**config.mk**
```make
export PLATFORM = sky130hd
export DESIGN_NAME = pss_seq_top
export DESIGN_NICKNAME = d
export VERILOG_FILES = /design/src/rtl/pss_pkg.sv /design/src/rtl/pss_set_store.sv /design/src/rtl/pss_frame_timer.sv /design/src/rtl/pss_seq_top.sv
export SDC_FILE = /design/constraint.sdc
export NUM_CORES = 1
export LEC_CHECK = 0
export ABC_AREA = 1
export BUFFER_PORTS_ARGS = -buffer_cell sky130_fd_sc_hd__buf_4
export CELL_PAD_IN_SITES_DETAIL_PLACEMENT = 0
export CELL_PAD_IN_SITES_GLOBAL_PLACEMENT = 1
export CORE_MARGIN = 2
export CORE_UTILIZATION = 25
export DETAILED_ROUTE_END_ITERATION = 12
export GPL_ROUTABILITY_DRIVEN = 1
export PLACE_DENSITY_LB_ADDON = 0.25
export SLEW_MARGIN = 25
export SYNTH_ARGS = -nofsm -noshare
export SYNTH_HDL_FRONTEND = slang
export SYNTH_SLANG_ARGS = --single-unit
```
**constraint.sdc**
```tcl
create_clock -name clk_sys_i -period 1.9 [get_ports clk_sys_i]
set_input_delay 0.57 -clock clk_sys_i [delete_from_list [all_inputs] [get_ports clk_sys_i]]
set_output_delay 0.57 -clock clk_sys_i [all_outputs]
set_load 0.02 [all_outputs]
```
**src/rtl/pss_pkg.sv**
```systemverilog
// constants shared by the parameter-set sequencer and its helper modules
// assumes a single clk_sys_i domain at 50 MHz; software uses a plain strobe port
package pss_pkg;
	// register word offsets on the plain register port
	localparam logic [3:0] REG_CTRL      = 4'h0;
	localparam logic [3:0] REG_TOTAL     = 4'h1;
	localparam logic [3:0] REG_CMD       = 4'h2;
	localparam logic [3:0] REG_STATUS    = 4'h3;
	localparam logic [3:0] REG_IRQ_STAT  = 4'h4;
	localparam logic [3:0] REG_IRQ_MASK  = 4'h5;
	localparam logic [3:0] REG_SET_IDX   = 4'h6;
	localparam logic [3:0] REG_SET_DATA  = 4'h7;
	localparam logic [3:0] REG_BASE      = 4'h8;
	localparam logic [3:0] REG_ACTIVE    = 4'h9;
	// field positions
	localparam int CTRL_ON_BIT     = 0;
	localparam int CMD_STEP_BIT    = 0;
	localparam int CMD_REWIND_BIT  = 1;
	localparam int ST_WAIT_BIT     = 0;
	localparam int ST_ACTIVE_BIT   = 1;
	localparam int ST_STEP_BIT     = 2;
	localparam int ST_REWIND_BIT   = 3;
	localparam int ST_EXPOSE_BIT   = 4;
	localparam int ST_XMIT_BIT     = 5;
	localparam int ST_IDX_LSB      = 8;
	// interrupt event bits
	localparam int IRQ_LOADED_BIT  = 0;
	localparam int IRQ_FRAME_BIT   = 1;
	localparam int IRQ_IGNORED_BIT = 2;
	localparam int IRQ_WRAP_BIT    = 3;
	localparam int IRQ_W           = 4;
	// reset values
	localparam logic [6:0] TOTAL_RST = 7'h01;
	localparam logic [3:0] MASK_RST  = 4'h0;
	// timing counts in clk_sys_i cycles, then set store depth and parameter width
	localparam int LOAD_CYCLES  = 4;
	localparam int EXPO_CYCLES  = 16;
	localparam int XMIT_CYCLES  = 16;
	localparam int MAX_SETS     = 64;
	localparam int PARAM_W      = 16;
	typedef enum logic [1:0] {
		PSS_WAIT,
		PSS_LOAD,
		PSS_FRAME
	} pss_state_e;
endpackage : pss_pkg

```
**src/rtl/pss_set_store.sv**
```systemverilog
// storage for the parameter sets, written by software, read during set loading
// assumes rd_idx_i is held while a load runs; read data lag the index by one cycle
`timescale 1ns/100ps
module pss_set_store #(
	parameter int DEPTH = pss_pkg::MAX_SETS,
	parameter int PW    = pss_pkg::PARAM_W,
	parameter int IW    = $clog2(DEPTH)
) (
	input  wire logic          clk_sys_i,
	input  wire logic          ce_i,
	input  wire logic          wr_i,
	input  wire logic [IW-1:0] wr_idx_i,
	input  wire logic [PW-1:0] wr_data_i,
	input  wire logic [IW-1:0] rd_idx_i,
	output logic      [PW-1:0] rd_data_o
);
	logic [PW-1:0] mem_q [DEPTH];

	// no reset on the array: unstored sets simply hold whatever was last written
	always_ff @(posedge clk_sys_i)
	begin
		if (ce_i && wr_i)
		begin
			mem_q[wr_idx_i] <= wr_data_i;
		end
	end

	always_ff @(posedge clk_sys_i)
	begin
		if (ce_i)
		begin
			rd_data_o <= mem_q[rd_idx_i];
		end
	end
endmodule : pss_set_store

```
**src/rtl/pss_frame_timer.sv**
```systemverilog
// one frame: exposure and readout, then transmission, started by an accepted trigger
// assumes start_i only arrives while idle
`timescale 1ns/100ps
module pss_frame_timer #(
	parameter int EXPO = pss_pkg::EXPO_CYCLES,
	parameter int XMIT = pss_pkg::XMIT_CYCLES
) (
	input  wire logic clk_sys_i,
	input  wire logic resetn_i,
	input  wire logic ce_i,
	input  wire logic start_i,
	output logic      expose_o,
	output logic      xmit_o,
	output logic      done_o
);
	localparam int CW = $clog2(EXPO + XMIT + 1);
	logic [CW-1:0] cnt_q;

	always_ff @(posedge clk_sys_i or negedge resetn_i)
	begin
		if (!resetn_i)
		begin
			cnt_q    <= '0;
			expose_o <= 1'b0;
			xmit_o   <= 1'b0;
			done_o   <= 1'b0;
		end
		else if (ce_i)
		begin
			done_o <= 1'b0;
			if (start_i && !expose_o && !xmit_o)
			begin
				cnt_q    <= CW'(EXPO - 1);
				expose_o <= 1'b1;
			end
			else if (cnt_q != '0)
			begin
				cnt_q <= cnt_q - 1'b1;
			end
			else if (expose_o)
			begin
				expose_o <= 1'b0;
				xmit_o   <= 1'b1;
				cnt_q    <= CW'(XMIT - 1);
			end
			else if (xmit_o)
			begin
				xmit_o <= 1'b0;
				done_o <= 1'b1;
			end
		end
	end
endmodule : pss_frame_timer

```
**src/rtl/pss_seq_top.sv**
```systemverilog
// parameter-set sequencer, controlled advance with software-only step and rewind
// assumes triggers and register strobes are synchronous to clk_sys_i
`timescale 1ns/100ps
module pss_seq_top #(
	parameter int NSETS = pss_pkg::MAX_SETS,
	parameter int PW    = pss_pkg::PARAM_W,
	parameter int LOADN = pss_pkg::LOAD_CYCLES,
	parameter int EXPO  = pss_pkg::EXPO_CYCLES,
	parameter int XMIT  = pss_pkg::XMIT_CYCLES
) (
	input  wire logic          clk_sys_i,
	input  wire logic          resetn_i,
	input  wire logic          ce_i,
	input  wire logic [3:0]    addr_i,
	input  wire logic [31:0]   wdata_i,
	input  wire logic          wr_i,
	input  wire logic          rd_i,
	output logic      [31:0]   rdata_o,
	input  wire logic          trig_i,
	output logic               waiting_o,
	output logic      [PW-1:0] active_param_o,
	output logic      [5:0]    active_index_o,
	output logic               expose_o,
	output logic               xmit_o,
	output logic               irq_o
);
	localparam int IW = 6;
	localparam int LW = $clog2(LOADN + 1);

	pss_pkg::pss_state_e state_q;
	pss_pkg::pss_state_e state_d;
	logic                   sequencer_on_q;
	logic [6:0]             total_q;
	logic [IW-1:0]          set_sel_q;
	logic [PW-1:0]          base_q;
	logic                   seq_active_q;
	logic                   step_pend_q;
	logic                   rewind_pend_q;
	logic [IW-1:0]          load_idx_q;
	logic [LW-1:0]          load_cnt_q;
	logic [pss_pkg::IRQ_W-1:0] irq_stat_q;
	logic [pss_pkg::IRQ_W-1:0] irq_mask_q;
	logic [PW-1:0]          store_rd;
	logic                   frm_done;
	logic                   wr_data;
	logic                   deferred_step_command;
	logic                   deferred_rewind_command;
	logic                   go_enable;
	logic                   go_rewind;
	logic                   go_step;
	logic                   go_restore;
	logic                   trig_take;
	logic                   load_end;
	logic [pss_pkg::IRQ_W-1:0] irq_evt;

	function automatic logic [IW-1:0] next_idx(input logic [IW-1:0] idx,
		input logic [6:0] total);
		logic [6:0] nxt;
		nxt = {1'b0, idx} + 7'h01;
		next_idx = (nxt >= total) ? '0 : nxt[IW-1:0];
	endfunction : next_idx

	function automatic logic hit(input logic [3:0] a, input logic [3:0] off);
		hit = (a == off);
	endfunction : hit

	assign wr_data                 = wr_i && hit(addr_i, pss_pkg::REG_SET_DATA);
	assign deferred_step_command   = wr_i && hit(addr_i, pss_pkg::REG_CMD)
		&& wdata_i[pss_pkg::CMD_STEP_BIT];
	assign deferred_rewind_command = wr_i && hit(addr_i, pss_pkg::REG_CMD)
		&& wdata_i[pss_pkg::CMD_REWIND_BIT];

	// decisions are only taken while waiting, never during a load or a frame
	always_comb
	begin
		go_enable  = 1'b0;
		go_rewind  = 1'b0;
		go_step    = 1'b0;
		go_restore = 1'b0;
		trig_take  = 1'b0;
		if (state_q == pss_pkg::PSS_WAIT)
		begin
			if (sequencer_on_q && !seq_active_q)
				go_enable = 1'b1;
			else if (!sequencer_on_q && seq_active_q)
				go_restore = 1'b1;
			else if (seq_active_q && rewind_pend_q)
				go_rewind = 1'b1;
			else if (seq_active_q && step_pend_q)
				go_step = 1'b1;
			else
				trig_take = trig_i;
		end
	end

	assign load_end = (state_q == pss_pkg::PSS_LOAD) && (load_cnt_q == '0);

	always_comb
	begin
		state_d = state_q;
		unique case (state_q)
			pss_pkg::PSS_WAIT:
			begin
				if (go_enable || go_rewind || go_step)
					state_d = pss_pkg::PSS_LOAD;
				else if (trig_take)
					state_d = pss_pkg::PSS_FRAME;
			end
			pss_pkg::PSS_LOAD:
			begin
				if (load_end)
					state_d = pss_pkg::PSS_WAIT;
			end
			pss_pkg::PSS_FRAME:
			begin
				if (frm_done)
					state_d = pss_pkg::PSS_WAIT;
			end
		endcase
	end

	// waiting is the registered image of the next state, so it drops with the load
	always_ff @(posedge clk_sys_i or negedge resetn_i)
	begin
		if (!resetn_i)
		begin
			state_q   <= pss_pkg::PSS_WAIT;
			waiting_o <= 1'b0;
		end
		else if (ce_i)
		begin
			state_q   <= state_d;
			waiting_o <= (state_d == pss_pkg::PSS_WAIT);
		end
	end

	// pending commands; an arrival in the consuming cycle stays pending
	always_ff @(posedge clk_sys_i or negedge resetn_i)
	begin
		if (!resetn_i)
		begin
			step_pend_q   <= 1'b0;
			rewind_pend_q <= 1'b0;
		end
		else if (ce_i)
		begin
			if (deferred_step_command && sequencer_on_q)
				step_pend_q <= 1'b1;
			else if (go_step || go_restore || go_enable)
				step_pend_q <= 1'b0;
			if (deferred_rewind_command && sequencer_on_q)
				rewind_pend_q <= 1'b1;
			else if (go_rewind || go_restore || go_enable)
				rewind_pend_q <= 1'b0;
		end
	end

	// set loading: index chosen at entry, the store output taken at the end
	always_ff @(posedge clk_sys_i or negedge resetn_i)
	begin
		if (!resetn_i)
		begin
			load_idx_q     <= '0;
			load_cnt_q     <= '0;
			active_index_o <= '0;
			active_param_o <= '0;
			seq_active_q   <= 1'b0;
		end
		else if (ce_i)
		begin
			if (go_enable || go_rewind)
			begin
				load_idx_q <= '0;
				load_cnt_q <= LW'(LOADN - 1);
			end
			else if (go_step)
			begin
				load_idx_q <= next_idx(active_index_o, total_q);
				load_cnt_q <= LW'(LOADN - 1);
			end
			else if (state_q == pss_pkg::PSS_LOAD && load_cnt_q != '0)
			begin
				load_cnt_q <= load_cnt_q - 1'b1;
			end
			if (go_enable)
				seq_active_q <= 1'b1;
			else if (go_restore)
				seq_active_q <= 1'b0;
			if (load_end)
			begin
				active_param_o <= store_rd;
				active_index_o <= load_idx_q;
			end
			else if (go_restore || (!seq_active_q && !sequencer_on_q))
			begin
				active_param_o <= base_q;
				active_index_o <= '0;
			end
		end
	end

	// register writes; base value is what the active set holds outside sequencing
	always_ff @(posedge clk_sys_i or negedge resetn_i)
	begin
		if (!resetn_i)
		begin
			sequencer_on_q <= 1'b0;
			total_q        <= pss_pkg::TOTAL_RST;
			set_sel_q      <= '0;
			base_q         <= '0;
			irq_mask_q     <= pss_pkg::MASK_RST;
		end
		else if (ce_i && wr_i)
		begin
			if (hit(addr_i, pss_pkg::REG_CTRL))
				sequencer_on_q <= wdata_i[pss_pkg::CTRL_ON_BIT];
			if (hit(addr_i, pss_pkg::REG_TOTAL))
				total_q <= (wdata_i[6:0] == 7'h00 || wdata_i[6:0] > 7'(NSETS))
					? 7'h01 : wdata_i[6:0];
			if (hit(addr_i, pss_pkg::REG_SET_IDX))
				set_sel_q <= wdata_i[IW-1:0];
			if (hit(addr_i, pss_pkg::REG_BASE))
				base_q <= wdata_i[PW-1:0];
			if (hit(addr_i, pss_pkg::REG_IRQ_MASK))
				irq_mask_q <= wdata_i[pss_pkg::IRQ_W-1:0];
		end
	end

	always_comb
	begin
		irq_evt                           = '0;
		irq_evt[pss_pkg::IRQ_LOADED_BIT]  = load_end;
		irq_evt[pss_pkg::IRQ_FRAME_BIT]   = frm_done;
		irq_evt[pss_pkg::IRQ_IGNORED_BIT] = trig_i && state_q != pss_pkg::PSS_WAIT;
		irq_evt[pss_pkg::IRQ_WRAP_BIT]    = go_step
			&& next_idx(active_index_o, total_q) == '0;
	end

	// sticky status, write one to clear; a new event beats the clear
	always_ff @(posedge clk_sys_i or negedge resetn_i)
	begin
		if (!resetn_i)
		begin
			irq_stat_q <= '0;
			irq_o      <= 1'b0;
		end
		else if (ce_i)
		begin
			if (wr_i && hit(addr_i, pss_pkg::REG_IRQ_STAT))
				irq_stat_q <= (irq_stat_q & ~wdata_i[pss_pkg::IRQ_W-1:0]) | irq_evt;
			else
				irq_stat_q <= irq_stat_q | irq_evt;
			irq_o <= |(irq_stat_q & irq_mask_q);
		end
	end

	// read data stand for one cycle only, unmapped offsets read zero
	always_ff @(posedge clk_sys_i or negedge resetn_i)
	begin
		if (!resetn_i)
			rdata_o <= '0;
		else if (ce_i)
		begin
			rdata_o <= '0;
			if (rd_i)
			begin
				unique case (addr_i)
					pss_pkg::REG_CTRL:     rdata_o <= {31'h0, sequencer_on_q};
					pss_pkg::REG_TOTAL:    rdata_o <= {25'h0, total_q};
					pss_pkg::REG_STATUS:
					begin
						rdata_o[pss_pkg::ST_WAIT_BIT]   <= waiting_o;
						rdata_o[pss_pkg::ST_ACTIVE_BIT] <= seq_active_q;
						rdata_o[pss_pkg::ST_STEP_BIT]   <= step_pend_q;
						rdata_o[pss_pkg::ST_REWIND_BIT] <= rewind_pend_q;
						rdata_o[pss_pkg::ST_EXPOSE_BIT] <= expose_o;
						rdata_o[pss_pkg::ST_XMIT_BIT]   <= xmit_o;
						rdata_o[pss_pkg::ST_IDX_LSB +: IW] <= active_index_o;
					end
					pss_pkg::REG_IRQ_STAT: rdata_o <= {28'h0, irq_stat_q};
					pss_pkg::REG_IRQ_MASK: rdata_o <= {28'h0, irq_mask_q};
					pss_pkg::REG_SET_IDX:  rdata_o <= {26'h0, set_sel_q};
					pss_pkg::REG_BASE:     rdata_o <= 32'(base_q);
					pss_pkg::REG_ACTIVE:   rdata_o <= 32'(active_param_o);
					default:               rdata_o <= '0;
				endcase
			end
		end
	end

	pss_set_store #(
		.DEPTH (NSETS),
		.PW    (PW),
		.IW    (IW)
	) u_store (
		.clk_sys_i (clk_sys_i),
		.ce_i      (ce_i),
		.wr_i      (wr_data),
		.wr_idx_i  (set_sel_q),
		.wr_data_i (wdata_i[PW-1:0]),
		.rd_idx_i  (load_idx_q),
		.rd_data_o (store_rd)
	);

	// the frame runs to its end even if the sequencer is switched off
	pss_frame_timer #(
		.EXPO (EXPO),
		.XMIT (XMIT)
	) u_frame (
		.clk_sys_i (clk_sys_i),
		.resetn_i  (resetn_i),
		.ce_i      (ce_i),
		.start_i   (ce_i && trig_take),
		.expose_o  (expose_o),
		.xmit_o    (xmit_o),
		.done_o    (frm_done)
	);
endmodule : pss_seq_top

```
## Word-level counts from Yosys, hierarchy flattened

Memory sizes are Yosys's and may differ from the RTL's. A register that Yosys moved wholly into a read port is not among the register bits.
Cells that the tools add are included.

- Bitwise operators: 7
- Multiplexer cells: 59
- Reduce and logical (&&, ||, !) cells: 64
- Equal/unequal tests: 12
- $lt $le $gt $ge: 2
- Add/sub/neg operators: 3

Operators with widths:

| kind | number |
|---|---|
| 2-to-1 mux 16 bit | 3 |
| 2-to-1 mux 6 bit | 8 |
| case mux 6 bit (8 select lines) | 1 |
| 2-to-1 mux 1 bit | 34 |
| AND reduction 2 bit | 13 |
| logical AND 1 bit | 21 |
| case mux 6 bit (3 select lines) | 1 |
| == test 4 x 3 -> 1 bit (second input constant) | 4 |
| case mux 2 bit (3 select lines) | 2 |
| nonzero test 2 bit | 6 |
| 2-to-1 mux 3 bit | 3 |
| nonzero test 3 bit | 3 |
| bitwise AND 4 bit | 2 |
| == test 4 x 2 -> 1 bit (second input constant) | 2 |
| == test 4 bit (second input constant) | 2 |
| logical OR 1 bit | 8 |
| 2-to-1 mux 2 bit | 4 |
| bitwise OR 4 bit | 2 |
| adder 6 x 1 -> 7 bit (second input constant) | 1 |
| >= comparator 7 bit | 1 |
| > comparator 7 bit (second input constant) | 1 |
| logical NOT 7 bit | 1 |
| 2-to-1 mux 7 bit | 1 |
| logical NOT 6 bit | 1 |
| other kinds (17) | 22 |

- Memories kept: 1
- Word-level logic and storage cells: 169
- Output and inout bits: 58
- Input port bits: 42
- RAM bits: 1024
- Register bits: 117

Memories:

| memory | depth | width | rd ports | clocked after Yosys merged registers in | write ports | line | RTL |
|---|---|---|---|---|---|---|---|
| u_store.mem_q | 64 | 16 | 1 | 1 | 1 | pss_set_store.sv:17 | `logic [PW-1:0] mem_q [DEPTH];` |

## Longest topological paths before layout

- Depth in word-level cells: 11
- Depth in mapped cells: 15
- Depth with buffers taken out: 15

## Modules after synthesis

Synthesis repeated with hierarchy kept, for this count alone.

- Cell total of the unflattened synthesis: 4206
- Area total of the unflattened synthesis: 47798.3 sq um

By module, submodules not included:

| module | area each (sq um) | times used | cells an instance | sequential area each (sq um) |
|---|---|---|---|---|
| pss_set_store | 42225.5 | 1 | 3515 | 31230.0 |
| pss_seq_top | 5032.3 | 1 | 619 | 2303.5 |
| pss_frame_timer | 540.5 | 1 | 72 | 225.2 |

## Least setup slack after synthesis

OpenSTA, ideal clock, no wires.

- Path type: input to register
- Start point: input wr_i
- End point: memory u_store.mem_q[12][0] (netlist bit), enable pin
- Data required time: 1.512 ns
- Buffers on the path: 0
- Stages: 6
- Arrival: 2.002 ns
- Path slack: -0.490 ns
- Library setup time: 0.388 ns
- Path through: nand2_1 -> nor3_2 -> nand2_1 -> nor2_4 -> nand3_2 -> nor2_1

- Cells in the longest elaborated chain, start to end: 4

Ends and longest elaborated chain:

| what | line | RTL |
|---|---|---|
| from (decl) | pss_seq_top.sv:16 | `input wire logic wr_i,` |
| logical AND 1 bit | pss_seq_top.sv:67 | `assign wr_data = wr_i && hit(addr_i, pss_pkg::REG_SET_DATA);` |
| logical AND 1 bit | pss_set_store.sv:22 | `if (ce_i && wr_i)` |
| 2-to-1 mux 1 bit | pss_set_store.sv:22 |  |
| 2-to-1 mux 1 bit (not written as such) | pss_set_store.sv:24 | `mem_q[wr_idx_i] <= wr_data_i;` |
| to (decl) | pss_set_store.sv:17 |  |

No other way between the ends.

==> run summary <==
CTS tree: built
PortBufs: 67
routed wire length: 161900 um
Worst-Margin Slew: 0.5206 ns
cts bufs inserted: 134
mean routed wirelength per cell: 22.43 um
Routed Antenna Nets: 0
NumNets Final: 4671
max-cap violations: 0
Synth top area share: 65.79%
WP buf/inv: 5
Max Fclk: 442.8 MHz
Flop pwr share: 34.7%
dominant cell type by area after synthesis: edfxtp_1
final setup vio count: 31
post-synthesis compound-gate area fraction: 1.903%
storage element area: 33780 um2
clock power share: 29.8%
WP data required: 2.41 ns
fin worst setup slack: -0.3584 ns
CTS max path bufs: 3
most frequent cells in the layout: nand2_1, edfxtp_1, nand3_1
RSZ-0062 raised after global routing: true
placer congestion estimate: 0.8051
pin count of the biggest net entering global routing: 66
final hold viol count: 0
DRT Pass-1 Iters: 5
Final period util: 118.9%
Detailed Place HPWL: 99310 um
Layout Skew: 0.01599 ns
Synth Area in Adders: 0.3954%
Simple-Gate Fraction of Synth Area: 22.34%
Clock Latency Late Sink: 0.76 ns
Total Routing Usage GR: 16.45%
cell-internal power: 54000 uW
# IOs: 100
Switch Pwr: 29820 uW
Peak VDD IR: 631.2 uV
Pwr per Cell Area: 1346 nW/um2
FF+latch count, synth: 1141
Post-Synthesis Cells: 4176
largest family of logic cells by synthesized area: simple AND/OR/NAND/NOR gates
crit path kind: flip-flop to flip-flop
Worst Setup End Kind: flip-flop
Starting Density: 25.22%
failing checks: negative setup slack
crit path cell chain: buf_12 > clkinv_16 > buf_16 > buf_12 > buf_12 > nand2_4 > nand3_2 > nand3_2 > nand2_1 > nand2_1 > nand3_2 > nand3_2 > nand2_1
root buffer cell: clkbuf_16
Die X: 439.7 um
async set-reset flop share out of synthesis: 8.852%
mux share of post-synthesis cell area: 0%
synth unique cells: 43
crit-path max FO: 8
Worst-path clk slew: 0.06 ns
Leak: 0.02293 uW
Crit path largest cell delay: 0.53 ns
Max H-tree Level: 4
Worst EP arrival: 2.77 ns
post-synthesis xor/xnor area fraction: 0.1292%
status: finished, violations left
mapped cell area: 47470 um2
Top delay family on crit path: buffers and inverters
EDFF count, synth: 1040
most common cell after layout, fill and taps aside: nand2_1
DRC: 0
total grt overflow: 0
Comb pwr share: 35.5%
syn_area_per_cell: 11.37 um2
crit start category: flip-flop
DR vias/cell: 4.542
Via Count: 32780
slowest stage cell, crit path: dfrtp_4
first-pass GRT wire length: 230800 um
Rows: 159
Final Util: 33.10%
Final Max Slew Viols: 0
Rel. slew slack: 65.29%
placeable core area: 188200 um2
share of layout cells above drive strength 1: 22.90%
footprint of the multi-input gates: 13850 um2
DIE AREA: 193400 um2
initial antenna violation count: 5
Crit path top cell by count: nand3_2
vias in the first global route: 32160
number of synthesis warnings: 0
Most used DFF post-synth: edfxtp_1
register area share after synthesis: 71.12%
Area contributors post-synth: edfxtp_1, nand2_1, nand3_1
min-delay worst type: input pin to flip-flop
Tmin final: 2.258 ns
FILL cells: 18870
pre-CTS WS: -0.8136 ns
Die Y: 439.7 um
Initial DRC Count: 2367
synthesis-to-layout area growth: 31.23%
Sw Ratio: 35.57%
CTS sink count: 1141
registers in the layout, indices dropped and copies added, names as in the netlist, 2 cells and up:
name,flops
active_index_o,6
active_param_o,16
base_q,16
irq_mask_q,4
irq_stat_q,4
load_cnt_q,3
load_idx_q,6
rdata_o,16
set_sel_q,6
state_q,2
total_q,7
u_frame.cnt_q,6
u_store.mem_q,1024
u_store.rd_data_o,16
worst register-to-register path, cell delays in order, from the launching register on:
cell	delay, ns
dfrtp_4	0.53
buf_12	0.23
clkinv_16	0.14
buf_16	0.19
buf_12	0.16
buf_12	0.16
nand2_4	0.05
nand3_2	0.06
nand3_2	0.07
nand2_1	0.05
nand2_1	0.06
nand3_2	0.15
nand3_2	0.12
nand2_1	0.05
cells by family (layout without fill, tap and decap cells):
logic type                 count (synthesis)  after routing
and+or+nand+nor                         2492           2492
DFF                                     1141           1141
buffers and inverters                    364            893
AOI/OAI and AO/OA                        156            156
adders and majority gates                 15             15
xor gates and xnor gates                   7              7
other                                      1             18
through the flow:
| step | total power (uW) | hold slack, ns | setup TNS (ns) | std cells | area [um2] |
|---|---|---|---|---|---|
| floorplan | 43320 | 0.2744 | -219.79 | 4191 | 48090 |
| finish | 83820 | 0.07136 | -7.175 | 7217 | 62290 |
| global route | 88040 | 0.04450 | -10.43 | 7215 | 62290 |
| detailed placement | 54340 | 0.4417 | -436.22 | 6904 | 55210 |
| global placement | 54410 | 0.4429 | -416.27 | 6904 | 55210 |
| CTS | 82850 | 0.004037 | -9.148 | 7190 | 61170 |
cells in the mapped netlist, types with 2 or more instances:
library cell and count:
nand2_1 1450, edfxtp_1 1040, nand3_1 901, buf_2 126, nor2_1 111, dfrtp_1 100
inv_1 100, o21ai_0 55, buf_4 53, clkbuf_1 31, a21oi_1 29, buf_6 29
o22ai_1 21, o21ai_1 19, buf_1 18, o211ai_1 16, ha_1 15, nand3_2 9
xor2_1 6, nand4_1 4, nor2_2 4, nor3_1 4, clkinv_1 3, inv_2 3
nand2_2 3, nor2_4 3, o221ai_1 3, a22o_1 2, a31oi_1 2, nand3b_1 2
o2111ai_1 2
worst paths after layout:
path / startpoint / end / slack, ns / depth (start not counted)
max in group asynchronous: resetn_i / set_sel_q[3] / 1.07 / 3
min reg2reg: base_q[0] / base_q[0] / 0.49 / 2
max reg2reg: load_idx_q[0] / u_store.rd_data_o[8] / -0.36 / 13
min in group asynchronous: resetn_i / rdata_o[12] / 0.23 / 2
min: rd_i / rdata_o[6] / 0.07 / 3
max: load_idx_q[0] / u_store.rd_data_o[8] / -0.36 / 13
layout make-up:
| class | count | share of cell area (%) |
|---|---|---|
| clock inverter | 65 | 0.8798 |
| clock buffer | 177 | 5.911 |
| timing repair buffer | 541 | 10.90 |
| inverter | 107 | 0.7251 |
| tap | 2495 | 5.011 |
| multi-input combinational | 2686 | 22.24 |
| antenna | 2 | 0.008034 |
| timing repair inverter | 3 | 0.1004 |
| sequential | 1141 | 54.23 |
per-layer routing:
metal  track usage [%]  routed length (um)  up-vias
li1                  -                   -    15460
met1             22.76               74070    16370
met2             26.74               76530      766
met3             2.346                7222      187
met4             4.750                4059        0
met5                 0                   0        -
power by group through the flow:
stage | registers, uW | clock network [uW] | logic (uW)
floorplan | 29300 | 0 | 14000
CTS | 29100 | 25500 | 28200
finish | 29100 | 25000 | 29800
global route | 29100 | 26500 | 32400
global placement | 29600 | 0 | 24800
detailed placement | 29600 | 0 | 24700
repair_timing:
action	CTS	global route
gates cloned	12	11
setup buffers	32	17
hold buffers	1	0
endpoints found under the setup margin	85	72
hold endpoints to repair	100	0
resized for setup	256	182
pin swaps	25	63
Power figures use the tool's default switching activity.
